<file path="config.mk">
export PLATFORM = sky130hd
export DESIGN_NAME = pdm_port
export DESIGN_NICKNAME = d
export VERILOG_FILES = /design/src/rtl/pdm_pkg.sv /design/src/rtl/pdm_drive_resolve.sv /design/src/rtl/pdm_pin_sync.sv /design/src/rtl/pdm_port.sv
export VERILOG_INCLUDE_DIRS = /design/src /design/src/rtl
export SDC_FILE = /design/constraint.sdc
export NUM_CORES = 1
export LEC_CHECK = 0
export ABC_AREA = 0
export BUFFER_PORTS_ARGS = -buffer_cell sky130_fd_sc_hd__buf_2
export CAP_MARGIN = 20
export CORE_MARGIN = 2
export CORE_UTILIZATION = 54
export CTS_CLUSTER_SIZE = 25
export DETAILED_ROUTE_END_ITERATION = 12
export HOLD_SLACK_MARGIN = 0.08
export MAX_ROUTING_LAYER = met4
export PLACE_DENSITY_LB_ADDON = 0.12
export SETUP_SLACK_MARGIN = 0.3
export SKIP_CTS_REPAIR_TIMING = 1
export SYNTH_ARGS = -nofsm -noshare
export SYNTH_HDL_FRONTEND = slang
export SYNTH_SLANG_ARGS = --single-unit
</file>
<file path="constraint.sdc">
create_clock -name clk -period 14.75 [get_ports clk]
set_input_delay 0 -clock clk [delete_from_list [all_inputs] [get_ports clk]]
set_output_delay 0 -clock clk [all_outputs]
set_load 0.02 [all_outputs]
</file>
<file path="src/rtl/pdm_defines.svh">
`ifndef PDM_DEFINES_SVH
`define PDM_DEFINES_SVH

`define PDM_PINS             8
`define PDM_ADDR_W           8

`define PDM_OFS_PORT_CFG     8'h00
`define PDM_OFS_INPUT_CFG    8'h04
`define PDM_OFS_FUNC_SEL     8'h08
`define PDM_OFS_OUT          8'h0c
`define PDM_OFS_IN           8'h10
`define PDM_OFS_EDGE_CFG     8'h14
`define PDM_OFS_INTR_STAT    8'h18
`define PDM_OFS_INTR_MASK    8'h1c
`define PDM_OFS_FREEZE       8'h20

`define PDM_CFG_FIELD_W      4
`define PDM_CFG_MODE_LSB     0
`define PDM_CFG_IN_EN_BIT    3
`define PDM_SEL_FIELD_W      2
`define PDM_EDGE_FIELD_W     2
`define PDM_OUT_EN_LSB       8

`define PDM_MODE_HIZ         3'h0
`define PDM_MODE_RSVD        3'h1
`define PDM_MODE_PULL_UP     3'h2
`define PDM_MODE_PULL_DN     3'h3
`define PDM_MODE_OD_LOW      3'h4
`define PDM_MODE_OD_HIGH     3'h5
`define PDM_MODE_STRONG      3'h6
`define PDM_MODE_PULL_BOTH   3'h7

`define PDM_SEL_REG          2'h0
`define PDM_SEL_AMUX_A       2'h1
`define PDM_SEL_AMUX_B       2'h2
`define PDM_SEL_PERIPH       2'h3

`define PDM_EDGE_RISE_BIT    0
`define PDM_EDGE_FALL_BIT    1

`define PDM_RST_PORT_CFG     32'h0000_0000
`define PDM_RST_BYTE         8'h00
`define PDM_RST_HALF         16'h0000

`endif

</file>
<file path="src/rtl/pdm_pkg.sv">
`default_nettype none
package pdm_pkg;

  typedef struct packed {
    logic [7:0]  addr;
    logic [31:0] wdata;
    logic        wr;
    logic        rd;
  } pdm_bus_req_type;

  typedef struct packed {
    logic strong_en;
    logic value;
    logic pull_up;
    logic pull_down;
  } pdm_drive_type;

  typedef struct packed {
    logic [7:0] strong_en;
    logic [7:0] value;
    logic [7:0] pull_up;
    logic [7:0] pull_down;
  } pdm_port_drive_type;

  typedef struct packed {
    logic ff1;
    logic ff2;
    logic ff3;
    logic stable;
    logic lvl;
  } pdm_sync_state_type;

  typedef struct packed {
    logic [31:0]        port_cfg;
    logic [7:0]         in_thr;
    logic [15:0]        func_sel;
    logic [7:0]         out_val;
    logic [7:0]         out_en;
    logic [15:0]        edge_cfg;
    logic [7:0]         intr_stat;
    logic [7:0]         intr_mask;
    logic               freeze;
    logic [31:0]        rdata;
    pdm_port_drive_type drive;
    logic [7:0]         periph_in;
    logic [7:0]         amux_a;
    logic [7:0]         amux_b;
    logic               irq;
  } pdm_state_type;

endpackage
`default_nettype wire

</file>
<file path="src/rtl/pdm_drive_resolve.sv">
`timescale 1ns/1ps
`default_nettype none
`include "pdm_defines.svh"
module pdm_drive_resolve
(
  input  wire logic          [2:0] mode,
  input  wire logic                periph,
  input  wire logic                out_val,
  input  wire logic                out_en,
  output pdm_pkg::pdm_drive_type   drive
);

  always_comb
  begin
    drive       = '0;
    drive.value = out_val;
    if (mode == `PDM_MODE_HIZ)
    begin
      drive = '0; // [RULE7]
    end
    else if (periph)
    begin
      if (out_en)
      begin
        drive.strong_en = 1'b1; // [RULE14]
      end
      else
      begin
        unique case (mode)
          `PDM_MODE_RSVD:
          begin
            drive.pull_up   = 1'b1; // [RULE8]
            drive.pull_down = 1'b1;
          end
          `PDM_MODE_PULL_UP:   drive.pull_up = 1'b1; // [RULE14]
          `PDM_MODE_PULL_DN:   drive.pull_down = 1'b1; // [RULE14]
          `PDM_MODE_PULL_BOTH:
          begin
            drive.pull_up   = out_val; // [RULE14]
            drive.pull_down = ~out_val;
          end
          default:             drive.strong_en = 1'b0;
        endcase
      end
    end
    else if (out_en) // Otherwise floating [RULE9]
    begin
      unique case (mode)
        `PDM_MODE_RSVD:      drive.strong_en = 1'b1; // [RULE8]
        `PDM_MODE_PULL_UP:
        begin
          drive.strong_en = ~out_val; // [RULE10]
          drive.pull_up   = out_val;
        end
        `PDM_MODE_PULL_DN:
        begin
          drive.strong_en = out_val; // [RULE10]
          drive.pull_down = ~out_val;
        end
        `PDM_MODE_OD_LOW:    drive.strong_en = ~out_val; // [RULE11]
        `PDM_MODE_OD_HIGH:   drive.strong_en = out_val; // [RULE12]
        `PDM_MODE_STRONG:    drive.strong_en = 1'b1; // [RULE10]
        `PDM_MODE_PULL_BOTH:
        begin
          drive.pull_up   = out_val; // [RULE13]
          drive.pull_down = ~out_val;
        end
        default:             drive.strong_en = 1'b0;
      endcase
    end
  end

endmodule
`default_nettype wire

</file>
<file path="src/rtl/pdm_pin_sync.sv">
`timescale 1ns/1ps
`default_nettype none
module pdm_pin_sync
(
  input  wire logic clk,
  input  wire logic rst,
  input  wire logic pin_raw,
  input  wire logic in_en,
  output logic      level,
  output logic      rise,
  output logic      fall
);

  pdm_pkg::pdm_sync_state_type state_reg;
  pdm_pkg::pdm_sync_state_type state_next;

  always_comb
  begin
    state_next     = state_reg;
    state_next.ff1 = pin_raw;
    state_next.ff2 = state_reg.ff1;
    state_next.ff3 = state_reg.ff2;
    // Change taken only once the second and third stages agree
    if (state_reg.ff2 == state_reg.ff3)
    begin
      state_next.stable = state_reg.ff3;
    end
    // Disabled buffer reads low [RULE2]
    state_next.lvl = state_next.stable & in_en;
  end

  always_ff @(posedge clk or posedge rst)
  begin
    if (rst)
    begin
      state_reg <= '0;
    end
    else
    begin
      state_reg <= state_next;
    end
  end

  // Enabling the buffer on a high pin counts as a rising edge
  assign level = state_reg.lvl;
  assign rise  = state_next.lvl & ~state_reg.lvl;
  assign fall  = ~state_next.lvl & state_reg.lvl;

endmodule
`default_nettype wire

</file>
<file path="src/rtl/pdm_port.sv">
// Behaviour
// RULE1 - A port has eight pins, every per-pin field repeated per pin.
// RULE2 - Each pin's input buffer has its own enable bit in the port config.
// RULE3 - Sampled input goes to the input register and to the selected peripheral.
// RULE4 - Software keeps the input buffer off on analog-only pins.
// RULE5 - Per-pin bit selects CMOS/I2C or TTL input threshold.
// RULE6 - Per-pin function select picks register or peripheral output control.
// RULE7 - Eight drive modes per pin; mode 0 is always high impedance.
// RULE8 - Mode 1 reserved: strong under register, weak both ways peripheral disabled.
// RULE9 - Register or analog bus control with enable clear floats the pin.
// RULE10 - Register control: mode 2 weak high, mode 3 weak low, mode 6 strong.
// RULE11 - Mode 4 register control: strong low for 0, float for 1.
// RULE12 - Mode 5 register control: strong high for 1, float for 0.
// RULE13 - Mode 7 register control: weak high for 1, weak low for 0.
// RULE14 - Peripheral control: enabled drives strong; disabled uses mode-dependent pulls.
// RULE15 - Each pin raises an interrupt on rising, falling or both edges.
// RULE16 - Frozen mode holds every pin's previous output state.
// RULE17 - After reset every pin is high impedance with input buffer off.
//
// Added by the designer: the strobed register port and the placing of the registers.
`timescale 1ns/1ps
`default_nettype none
`include "pdm_defines.svh"
module pdm_port
(
  input  wire logic                      clk,
  input  wire logic                      rst,
  input  wire pdm_pkg::pdm_bus_req_type  bus_req,
  output logic                    [31:0] bus_rdata,
  input  wire logic                [7:0] pin_in,
  output pdm_pkg::pdm_port_drive_type    pin_drive,
  output logic                     [7:0] input_buf_en,
  output logic                     [7:0] input_threshold_select,
  output logic                     [7:0] analog_mux_bus_a,
  output logic                     [7:0] analog_mux_bus_b,
  input  wire logic                [7:0] periph_out,
  input  wire logic                [7:0] periph_out_en,
  output logic                     [7:0] periph_in,
  output logic                           irq
);

  pdm_pkg::pdm_state_type     state_reg;
  pdm_pkg::pdm_state_type     state_next;
  pdm_pkg::pdm_port_drive_type drive_res;
  logic [7:0]                 in_level;
  logic [7:0]                 in_rise;
  logic [7:0]                 in_fall;
  logic [7:0]                 sel_periph;
  logic [7:0]                 sel_amux_a;
  logic [7:0]                 sel_amux_b;
  logic [7:0]                 in_en_bits;

  genvar g;
  generate
    for (g = 0; g < `PDM_PINS; g = g + 1) // [RULE1]
    begin : pin
      logic [1:0]            sel;
      logic                  src_out;
      logic                  src_oe;
      pdm_pkg::pdm_drive_type drv;

      assign sel = state_reg.func_sel[g*`PDM_SEL_FIELD_W +: `PDM_SEL_FIELD_W];
      assign sel_periph[g] = (sel == `PDM_SEL_PERIPH); // [RULE6]
      assign sel_amux_a[g] = (sel == `PDM_SEL_AMUX_A);
      assign sel_amux_b[g] = (sel == `PDM_SEL_AMUX_B);
      assign in_en_bits[g] =
        state_reg.port_cfg[g*`PDM_CFG_FIELD_W + `PDM_CFG_IN_EN_BIT]; // [RULE2]
      // Analog bus selections keep the register as output source [RULE9]
      assign src_out = sel_periph[g] ? periph_out[g] : state_reg.out_val[g]; // [RULE6]
      assign src_oe  = sel_periph[g] ? periph_out_en[g] : state_reg.out_en[g];

      pdm_pin_sync u_sync
      (
        .clk     (clk),
        .rst     (rst),
        .pin_raw (pin_in[g]),
        .in_en   (in_en_bits[g]),
        .level   (in_level[g]),
        .rise    (in_rise[g]),
        .fall    (in_fall[g])
      );

      pdm_drive_resolve u_drive
      (
        .mode    (state_reg.port_cfg[g*`PDM_CFG_FIELD_W + `PDM_CFG_MODE_LSB +: 3]), // [RULE7]
        .periph  (sel_periph[g]),
        .out_val (src_out),
        .out_en  (src_oe),
        .drive   (drv)
      );

      assign drive_res.strong_en[g] = drv.strong_en;
      assign drive_res.value[g]     = drv.value;
      assign drive_res.pull_up[g]   = drv.pull_up;
      assign drive_res.pull_down[g] = drv.pull_down;
    end
  endgenerate

  always_comb
  begin
    logic [7:0] events;
    logic       stat_rd;
    events  = '0;
    stat_rd = 1'b0;
    state_next = state_reg;

    // Edge events [RULE15]
    for (int i = 0; i < `PDM_PINS; i++)
    begin
      events[i] =
        (in_rise[i] & state_reg.edge_cfg[i*`PDM_EDGE_FIELD_W + `PDM_EDGE_RISE_BIT]) |
        (in_fall[i] & state_reg.edge_cfg[i*`PDM_EDGE_FIELD_W + `PDM_EDGE_FALL_BIT]);
    end

    if (bus_req.wr)
    begin
      unique case (bus_req.addr)
        `PDM_OFS_PORT_CFG:  state_next.port_cfg = bus_req.wdata; // [RULE2]
        `PDM_OFS_INPUT_CFG: state_next.in_thr = bus_req.wdata[7:0]; // [RULE5]
        `PDM_OFS_FUNC_SEL:  state_next.func_sel = bus_req.wdata[15:0]; // [RULE6]
        `PDM_OFS_OUT:
        begin
          state_next.out_val = bus_req.wdata[7:0];
          state_next.out_en  = bus_req.wdata[`PDM_OUT_EN_LSB +: 8];
        end
        `PDM_OFS_EDGE_CFG:  state_next.edge_cfg = bus_req.wdata[15:0]; // [RULE15]
        `PDM_OFS_INTR_MASK: state_next.intr_mask = bus_req.wdata[7:0];
        `PDM_OFS_FREEZE:    state_next.freeze = bus_req.wdata[0]; // [RULE16]
        default:            state_next.freeze = state_reg.freeze;
      endcase
    end

    state_next.rdata = '0;
    if (bus_req.rd)
    begin
      unique case (bus_req.addr)
        `PDM_OFS_PORT_CFG:  state_next.rdata = state_reg.port_cfg;
        `PDM_OFS_INPUT_CFG: state_next.rdata = {24'h00_0000, state_reg.in_thr};
        `PDM_OFS_FUNC_SEL:  state_next.rdata = {16'h0000, state_reg.func_sel};
        `PDM_OFS_OUT:       state_next.rdata = {16'h0000, state_reg.out_en, state_reg.out_val};
        `PDM_OFS_IN:        state_next.rdata = {24'h00_0000, in_level}; // [RULE3]
        `PDM_OFS_EDGE_CFG:  state_next.rdata = {16'h0000, state_reg.edge_cfg};
        `PDM_OFS_INTR_STAT:
        begin
          state_next.rdata = {24'h00_0000, state_reg.intr_stat};
          stat_rd          = 1'b1;
        end
        `PDM_OFS_INTR_MASK: state_next.rdata = {24'h00_0000, state_reg.intr_mask};
        `PDM_OFS_FREEZE:    state_next.rdata = {31'h0000_0000, state_reg.freeze};
        default:            state_next.rdata = '0;
      endcase
    end

    // An event in the clearing cycle survives the read
    state_next.intr_stat = (stat_rd ? `PDM_RST_BYTE : state_reg.intr_stat) | events; // [RULE15]
    state_next.irq       = |(state_next.intr_stat & state_next.intr_mask);

    // Peripheral sees input only when it owns the pin [RULE3]
    state_next.periph_in = in_level & sel_periph;

    // Frozen pins keep their last drive and analog hookup [RULE16]
    if (!state_reg.freeze)
    begin
      state_next.drive  = drive_res;
      state_next.amux_a = sel_amux_a;
      state_next.amux_b = sel_amux_b;
    end
  end

  always_ff @(posedge clk or posedge rst)
  begin
    if (rst)
    begin
      state_reg           <= '0;
      state_reg.port_cfg  <= `PDM_RST_PORT_CFG; // [RULE17]
      state_reg.in_thr    <= `PDM_RST_BYTE;
      state_reg.func_sel  <= `PDM_RST_HALF;
      state_reg.edge_cfg  <= `PDM_RST_HALF;
      state_reg.intr_mask <= `PDM_RST_BYTE;
    end
    else
    begin
      state_reg <= state_next;
    end
  end

  assign bus_rdata              = state_reg.rdata;
  assign pin_drive              = state_reg.drive;
  assign input_buf_en           = in_en_bits;
  assign input_threshold_select = state_reg.in_thr; // [RULE5]
  assign analog_mux_bus_a       = state_reg.amux_a;
  assign analog_mux_bus_b       = state_reg.amux_b;
  assign periph_in              = state_reg.periph_in;
  assign irq                    = state_reg.irq;

endmodule
`default_nettype wire

</file>
==> results_dict.tcl, run 1 <==
set metrics [dict create \
    cts.clk_slew.worst_paths_ps 60 \
    ys.flop_type "dfrtp_1" \
    ios 173 \
    preCtsSetupSlack_ps 12130 \
    first_global_vias 7037 \
    multiInputGateArea_sq_um 3990 \
    slowest_delay_ps 800 \
    diodes 0 \
    final_util_pct 64.7 \
    final_max_slew_viol_count 0 \
    critPathCaptureType "flip-flop" \
    largest_reg_flops 73 \
    die-area_sq_um 21300 \
    fin_crit_ps 2550 \
    critical_path_required_ps 15140 \
    yosys.area.top_type "dfrtp_1" \
    drive_above_1_share_pct 31.7 \
    rsz0062_at_grt "false" \
    core_area_sq_um 19600 \
    maxCapViolCount 0 \
    use_met1_pct 35.7 \
    area_growth_pct 16.5 \
    overflow 0 \
    post_synth_num_cell_types 55 \
    ys.warnings.count 0 \
    die_h_um 146 \
    synthTopCellsByCount "dfrtp_1 (234), buf_4 (107), mux2_2 (89), nand2_1 (71), o21ai_0 (37)" \
    finalNetCount 1120 \
    setup_viol 0 \
    crit_type "input pin to flip-flop" \
    cp.arrival_ps 2940 \
    p_leak_nw 6.31 \
    root_buffer "clkbuf_16" \
    routedWlPerCell_um 19.5 \
    clock_latency_ps 510 \
    clkSinkCount 234 \
    cp-start-kind "input pin" \
    cts_tree "yes" \
    synth_nets 1001 \
    vias 7525 \
    cts_buffers 25 \
    yosysMostFrequentCell "dfrtp_1" \
    firstDrtPassIters 6 \
    syn_inst 933 \
    io_buffers 172 \
    grtUsageTotal_pct 24.3 \
    clock_path_buffers 3 \
    slew-limit-headroom_pct 30.1 \
    ys_ff_latch 234 \
    num-fill-cells 1524 \
    busiest_layer "met2" \
    period_share_pct 17.3 \
    cpLargestDelayFamily "simple AND/OR/NAND/NOR gates" \
    status "finished, final reports clean" \
    whs_ps 128 \
    use_met3_pct 3.48 \
    ys_seq_area_share_pct 53.8 \
    rows 51 \
    gp_congestion 0.865 \
    place_hpwl_um 16800 \
    syn_area_sq_um 10900 \
    worst-path-buf-inv 2 \
    initial_core_util_pct 55.5 \
    h-tree-depth 1 \
    clock_skew_ps 9.25 \
    drtAntennaViolNets 0 \
    grt_start_max_net_pins 110 \
    totalWireLength_um 26000 \
    path_cells "dlygate4sd3_1, buf_2, nor4_1, and3b_1, nand2_2, mux2_2" \
    max_freq_mhz 392 \
    drcViolationCount 0 \
    grt_util_met2_pct 36.5 \
    avgSynthCellArea_sq_um 11.7 \
    hold_class "input pin to flip-flop" \
    finalWorstSetupSlack_ps 12200 \
    async_flop_share_pct 100 \
    netlist.area_leader.share_pct 53.8 \
    grt_pass1_wl_um 39900 \
    register_area_sq_um 5860 \
    irDropWorstVdd_uv 78.2 \
    cp_max_fo 17 \
    antenna_found_initial 0 \
    crit_slowest_cell "and3b_1" \
    tns_ps 0 \
    power_density_nw_per_um2 115 \
    synth-edff-count 0 \
    hold_viol 0 \
    drtIter0Drc 584 \
    viasPerCell 5.64 \
    tightest_slew_ps 1040 \
    synthTopCellsByArea "dfrtp_1 (54%), mux2_2 (9.2%), buf_4 (7.4%)" \
    die_w_um 146 \
]
## cells by family after synthesis
logic type | synth area share, %
DFF | 53.8
and+or+nand+nor | 10.9
AOI/OAI and AO/OA | 11.7
buffers and inverters | 9.50
muxes | 12.2
adders and majority gates | 1.10
xor gates and xnor gates | 0.805
## through the flow
step           total power (W)  std cells  cell area (sq um)
2_1_floorplan         0.000764        933              10900
3_3_place_gp          0.000795       1223              11100
3_5_place_dp          0.000797       1223              11100
4_1_cts                0.00146       1267              12000
5_1_grt                0.00152       1334              12700
6_report               0.00146       1334              12700
## final timing paths
kind                                                  startpoint                               endpoint  slack (ps)  cells past startpoint
min in group asynchronous                                    rst        analog_mux_bus_a[0]$_DFFE_PP0N_         170                      3
hold / removal                                         pin_in[5]  pin[5].u_sync.state_next[3]$_DFF_PP0_         130                      2
hold reg to reg            pin[1].u_sync.state_next[3]$_DFF_PP0_  pin[1].u_sync.state_next[2]$_DFF_PP0_         350                      0
max in group asynchronous                                    rst                bus_rdata[19]$_DFF_PP0_       13080                      4
setup / recovery                                     bus_req[39]              pin[3].sel[0]$_DFFE_PP0P_       12200                      6
setup reg to reg                       state_reg[89]$_DFFE_PP0P_              pin_drive[11]$_DFFE_PP0N_       12660                      5
## report_power, final
group,total [W],leakage (nW),switching (W),internal [W]
clock,0.000660,0.433,0.000250,0.000410
combinational,0.000107,2.71,0.0000580,0.0000494
sequential,0.000692,3.17,0.0000269,0.000665
## layout make-up
type	instances	share of cell area, %
timing repair buffer	244	12.4
clock inverter	9	1.18
tap	265	2.62
clock buffer	35	5.71
sequential	234	46.2
inverter	11	0.385
multi-input combinational	536	31.5
## layout by cell type (no fill, tap or decap), types with 20 or more instances in the layout
cell | Yosys | layout
dfrtp_1 | 234 | 233
buf_2 | 10 | 172
mux2_2 | 89 | 89
nand2_1 | 71 | 70
dlygate4sd3_1 | 0 | 67
o21ai_0 | 37 | 37
and3_1 | 32 | 32
a21oi_1 | 32 | 32
a22oi_1 | 31 | 31
clkbuf_16 | 0 | 25
nor2_1 | 20 | 20
## per-layer routing
metal	part of all wire, %	vias up
met2	46	258
met5	0	-
li1	-	3517
met1	47	3717
met4	1.5	0
met3	5.9	33
(Power assumes the default switching activity.)
==> run 2, diff against run 1 <==
- CORE_UTILIZATION: 54 -> 51
- clock period: 14.75 -> 2.1 ns (I/O delays scaled with it)
==> run 2 against run 1 <==
Compared with the run above:
- critical path depth fell by 1
- total power increased to 7.0 times the previous value
- combinational power increased to 7.4 times the previous value
- setup slack lost 12000 ps
- clock skew barely moved
- clock power increased to 6.8 times the previous value
- core utilization decreased by 3.1 points
- global-route usage is 0.18 points higher
- critical path type is now flip-flop to flip-flop
- critical endpoint is now irq$_DFF_PP0_
- largest power group unchanged
==> results_dict.tcl, run 2 (synthesis gave the netlist of run 1 again) <==
set metrics [dict create \
    status "finished, final reports clean" \
    diodes 0 \
    routedWlPerCell_um 19.8 \
    slew-limit-headroom_pct 56.6 \
    clock_path_buffers 3 \
    p_leak_nw 6.43 \
    r2r_cells 5 \
    totalWireLength_um 27000 \
    fin_crit_ps 1750 \
    worstHoldStart "bus_req[0]" \
    hold_depth 3 \
    place_hpwl_um 18300 \
    drtAntennaViolNets 0 \
    setup_viol 0 \
    die-area_sq_um 22500 \
    first_global_vias 7247 \
    layout_common_cells "dfrtp_1 (229), buf_2 (172), mux2_2 (89)" \
    finalNetCount 1139 \
    grtUsageTotal_pct 24.5 \
    critical_path_required_ps 2490 \
    tightest_slew_ps 649 \
    rsz0062_at_grt "true" \
    design_area_sq_um 12900 \
    rows 53 \
    tns_ps 0 \
    h-tree-depth 1 \
    final_max_slew_viol_count 0 \
    root_buffer "clkbuf_16" \
    maxCapViolCount 0 \
    crit_slowest_cell "dfrtp_1" \
    reg2reg_from "pin[4].u_sync.state_next[2]$_DFF_PP0_" \
    antenna_found_initial 0 \
    clock_latency_ps 520 \
    whs_ps 76.5 \
    largest_reg_flops 73 \
    cp.arrival_ps 2140 \
    firstDrtPassIters 6 \
    initial_core_util_pct 51.9 \
    crit_type "flip-flop to flip-flop" \
    gp_congestion 0.828 \
    cp-start-kind "flip-flop" \
    clkSinkCount 234 \
    hold_viol 0 \
    viasPerCell 5.58 \
    slowest_delay_ps 390 \
    r2r_end "irq$_DFF_PP0_" \
    irDropWorstVdd_uv 622 \
    drive_above_1_share_pct 34.5 \
    vias 7611 \
    cts_tree "yes" \
    power_w 0.0102 \
    hold_class "input pin to flip-flop" \
    power_density_nw_per_um2 789 \
    die_w_um 150 \
    area_growth_pct 18.6 \
    period_share_pct 83.3 \
    r2r_slack_ps 350 \
    path_cells "maj3_1, and2_1, a221o_1, a22oi_1, nand4_1" \
    cp_max_fo 3 \
    clock_skew_ps 9.72 \
    cts.clk_slew.worst_paths_ps 60 \
    io_buffers 172 \
    drtIter0Drc 556 \
    dpl-instance-area_sq_um 11400 \
    grt_pass1_wl_um 41500 \
    worstHoldEndpoint "state_reg[102]$_DFF_PP0_" \
    critPathCaptureType "flip-flop" \
    ios 173 \
    die_h_um 150 \
    final_common_cell "dfrtp_1" \
    core_area_sq_um 21000 \
    grt_start_max_net_pins 65 \
    drcViolationCount 0 \
    max_freq_mhz 572 \
    cts_buffers 25 \
    overflow 0 \
]
## run 2: routing by layer
metal / track usage, % / up-vias / wire (um)
met3: 3.78 / 44 / 1590
met1: 35.5 / 3783 / 12500
met4: 5.28 / 0 / 541
li1: - / 3534 / -
met5: - / - / 0
met2: 36.7 / 250 / 12400
## run 2: cell type report
type / instances / area [sq um]
inverters: 11 / 45.0
well taps: 275 / 344
repair buffers: 263 / 1790
fillers: 1735 / 8050
clock inverters: 17 / 199
clock buffers: 28 / 647
flip-flops and latches: 234 / 5860
multi-input cells: 536 / 4020
## run 2: how the worst max path moves through the flow
stage,start,to,cells past startpoint
floorplan,rst,analog_mux_bus_a[0]$_DFFE_PP0N_,1
global placement,bus_req[39],irq$_DFF_PP0_,6
detailed placement,bus_req[39],irq$_DFF_PP0_,6
global route,pin[1].sel[1]$_DFFE_PP0P_,pin_drive[25]$_DFFE_PP0N_,5
finish,pin[4].u_sync.state_next[2]$_DFF_PP0_,irq$_DFF_PP0_,5
CTS,pin[1].sel[1]$_DFFE_PP0P_,pin_drive[25]$_DFFE_PP0N_,5
## run 2: power breakdown
part / internal (W) / switching [W] / total, W
sequential: 0.00467 / 0.000185 / 0.00486
clock: 0.00272 / 0.00181 / 0.00452
combinational: 0.000374 / 0.000423 / 0.000797
total: 0.00777 / 0.00241 / 0.0102
## run 2: worst max-delay path, delay by kind of cell, from the launching register on
kind | cells | cell delay (ps)
AO/OA/AOI/OAI | 2 | 540
flip-flops | 1 | 390
adder cells (fa/ha/maj) | 1 | 390
AND/OR/NAND/NOR | 2 | 310
## run 2: per-stage QoR
stage	std cells	utilization [%]	worst slack (ps)
CTS	1297	58.3	261
global route	1364	61.6	287
global placement	1252	54.2	292
floorplan	933	-	-964
detailed placement	1252	54.2	246
finish	1364	61.6	350
==> run 3, diff against run 2 <==
- ABC_AREA: 0 -> 1
- CORE_UTILIZATION: 51 -> 52
- clock period: 2.1 -> 1.5 ns (I/O delays scaled with it)
==> run 3 against run 2 <==
Compared with the run above:
- the flow now finishes with violations (negative hold slack)
- sequential power rose by 49%
- highest routed layer unchanged
- routed wire length is 21% higher
- total power rose by 60%
==> results_dict.tcl, run 3 <==
set metrics [dict create \
    path_cells "clkinvlp_4, buf_4, buf_4, nor4_4, nor2_2, a21oi_2" \
    area_growth_pct 28.6 \
    core_area_sq_um 21200 \
    avgSynthCellArea_sq_um 8.22 \
    post_synth_num_cell_types 42 \
    crit_slowest_cell "dfrtp_2" \
    crit_type "flip-flop to flip-flop" \
    routedWlPerCell_um 17.2 \
    critical_path_required_ps 1960 \
    largest_reg_flops 73 \
    cts_buffers 26 \
    num-fill-cells 1745 \
    violations "negative hold slack" \
    first_global_vias 8700 \
    hold_viol 1 \
    synth_nets 1446 \
    antenna_found_initial 0 \
    clock_skew_ps 12.6 \
    final_max_slew_viol_count 0 \
    tightest_slew_ps 445 \
    cp-start-kind "flip-flop" \
    grt_pass1_wl_um 46800 \
    max_freq_mhz 738 \
    die_w_um 152 \
    gp_congestion 0.927 \
    period_share_pct 90.3 \
    final_common_cell "nand2_1" \
    startpoint "state_reg[89]$_DFFE_PP0P_" \
    grtUsageTotal_pct 27.2 \
    cts.clk_slew.worst_paths_ps 60 \
    totalWireLength_um 32600 \
    ys.flop_type "dfrtp_1" \
    critPathCaptureType "flip-flop" \
    irDropWorstVdd_uv 781 \
    hold_class "input pin to flip-flop" \
    design_area_sq_um 14600 \
    async_flop_share_pct 100 \
    dpl-instance-area_sq_um 12100 \
    overflow 0 \
    status "finished with violations" \
    fin_crit_ps 1350 \
    place_hpwl_um 21700 \
    drcViolationCount 0 \
    rsz0062_at_grt "true" \
    cp.arrival_ps 1810 \
    worstHoldStart "bus_req[34]" \
    ios 173 \
    synth-edff-count 0 \
    io_buffers 172 \
    root_buffer "clkbuf_16" \
    layout_common_cells "nand2_1 (354), dfrtp_1 (206), buf_2 (170)" \
    grt_start_max_net_pins 63 \
    cp_max_fo 4 \
    netlist.area_leader.share_pct 51.7 \
    finalWorstSetupSlack_ps 146 \
    yosys.area.top_type "dfrtp_1" \
    h-tree-depth 1 \
    r2r_slack_ps 150 \
    synthTopCellsByCount "nand2_1 (391), dfrtp_1 (234), inv_1 (150), buf_4 (107)" \
    power_density_nw_per_um2 1120 \
    worstHoldEndpoint "bus_rdata[4]$_DFF_PP0_" \
    syn_area_sq_um 11300 \
    ys_ff_latch 234 \
    cts_tree "yes" \
    drtAntennaViolNets 0 \
    tns_ps 0 \
    slowest_delay_ps 440 \
    syn_inst 1378 \
    synthTopCellsByArea "dfrtp_1 (52%), nand2_1 (13%), buf_4 (7.1%)" \
    initial_core_util_pct 53.4 \
    clkSinkCount 234 \
    hold_depth 6 \
    whs_ps -1.45 \
    preCtsSetupSlack_ps 39.6 \
    die-area_sq_um 23000 \
    setup_viol 0 \
    finalNetCount 1673 \
    clock_path_buffers 3 \
    slew-limit-headroom_pct 70.3 \
    ys.warnings.count 0 \
    r2r_cells 6 \
    maxCapViolCount 0 \
    firstDrtPassIters 5 \
    r2r_end "bus_rdata[0]$_DFF_PP0_" \
    drive_above_1_share_pct 31.0 \
    reg2reg_from "state_reg[89]$_DFFE_PP0P_" \
    die_h_um 152 \
    viasPerCell 5.23 \
    diodes 0 \
    yosysMostFrequentCell "nand2_1" \
    clock_latency_ps 530 \
    cp_common_cell "buf_4" \
    rows 53 \
    vias 9931 \
    ys_seq_area_share_pct 51.7 \
    p_leak_nw 7.61 \
    drtIter0Drc 893 \
]
[run 3: changes by cell type after synthesis, moves of 18 or more]
cell / before / now
a22oi_1: 31 / 0
a31oi_1: 18 / 0
clkbuf_1: 32 / 13
nor2_1: 20 / 78
inv_1: 11 / 150
and3_1: 32 / 3
nand2_1: 71 / 391
nand3_1: 11 / 81
mux2_2: 89 / 0
o21ai_1: 0 / 46
o21ai_0: 37 / 81
[run 3: cell families (layout without fill, tap and decap cells)]
family,count (synthesis),in the layout,share of synthesized area (%)
simple gates,623,623,23.8
buf+inv,310,556,14.2
compound gates,211,211,10.3
flops,234,234,51.7
[run 3: final cells by class]
cell class / count / area (sq um) / share of cell area, %
clock buffer: 34 / 752 / 5.16
clock inverter: 13 / 140 / 0.962
inverter: 169 / 651 / 4.47
multi-input combinational: 834 / 4270 / 29.3
sequential: 234 / 5890 / 40.5
tap: 275 / 344 / 2.36
timing repair buffer: 340 / 2510 / 17.3
[run 3: power by group]
group	switching, W	leakage, nW	internal, W
logic	0.00152	4.23	0.000952
registers	0.000378	2.93	0.00686
clock network	0.00255	0.453	0.00402
total	0.00445	7.61	0.0118
[run 3: routing by layer]
layer | vias to the layer above | track usage, % | wire length (um)
li1 | 4759 | - | -
met1 | 4758 | 40.0 | 14300
met2 | 364 | 40.7 | 15400
met3 | 50 | 3.32 | 2310
met4 | 0 | 6.20 | 577
met5 | - | - | 0
[run 3: critical path, delay by kind of cell (launching register included)]
kind            cells  cell delay, ps
compound gates      1             150
buf+inv             3             450
flops               1             440
simple gates        2             230
[run 3: worst max-delay path by stage]
stage / endpoint / cells after the start
after global routing: irq$_DFF_PP0_ / 9
after global placement: irq$_DFF_PP0_ / 13
final: bus_rdata[0]$_DFF_PP0_ / 6
after detailed placement: input_buf_en[1]$_DFFE_PP0P_ / 8
after floorplan: analog_mux_bus_a[0]$_DFFE_PP0N_ / 1
after CTS: pin_drive[25]$_DFFE_PP0N_ / 9
[run 3: through the flow]
| stage | total power [W] | std cells | utilization [%] | hold slack (ps) |
|---|---|---|---|---|
| CTS | 0.0160 | 1782 | 61.4 | -552 |
| finish | 0.0163 | 1899 | 68.6 | -1.45 |
| detailed placement | 0.00946 | 1735 | 57.2 | 3.11 |
| global route | 0.0170 | 1899 | 68.6 | 20.8 |
| global placement | 0.00941 | 1735 | 57.2 | -2.46 |
| floorplan | 0.00906 | 1378 | - | 31.4 |
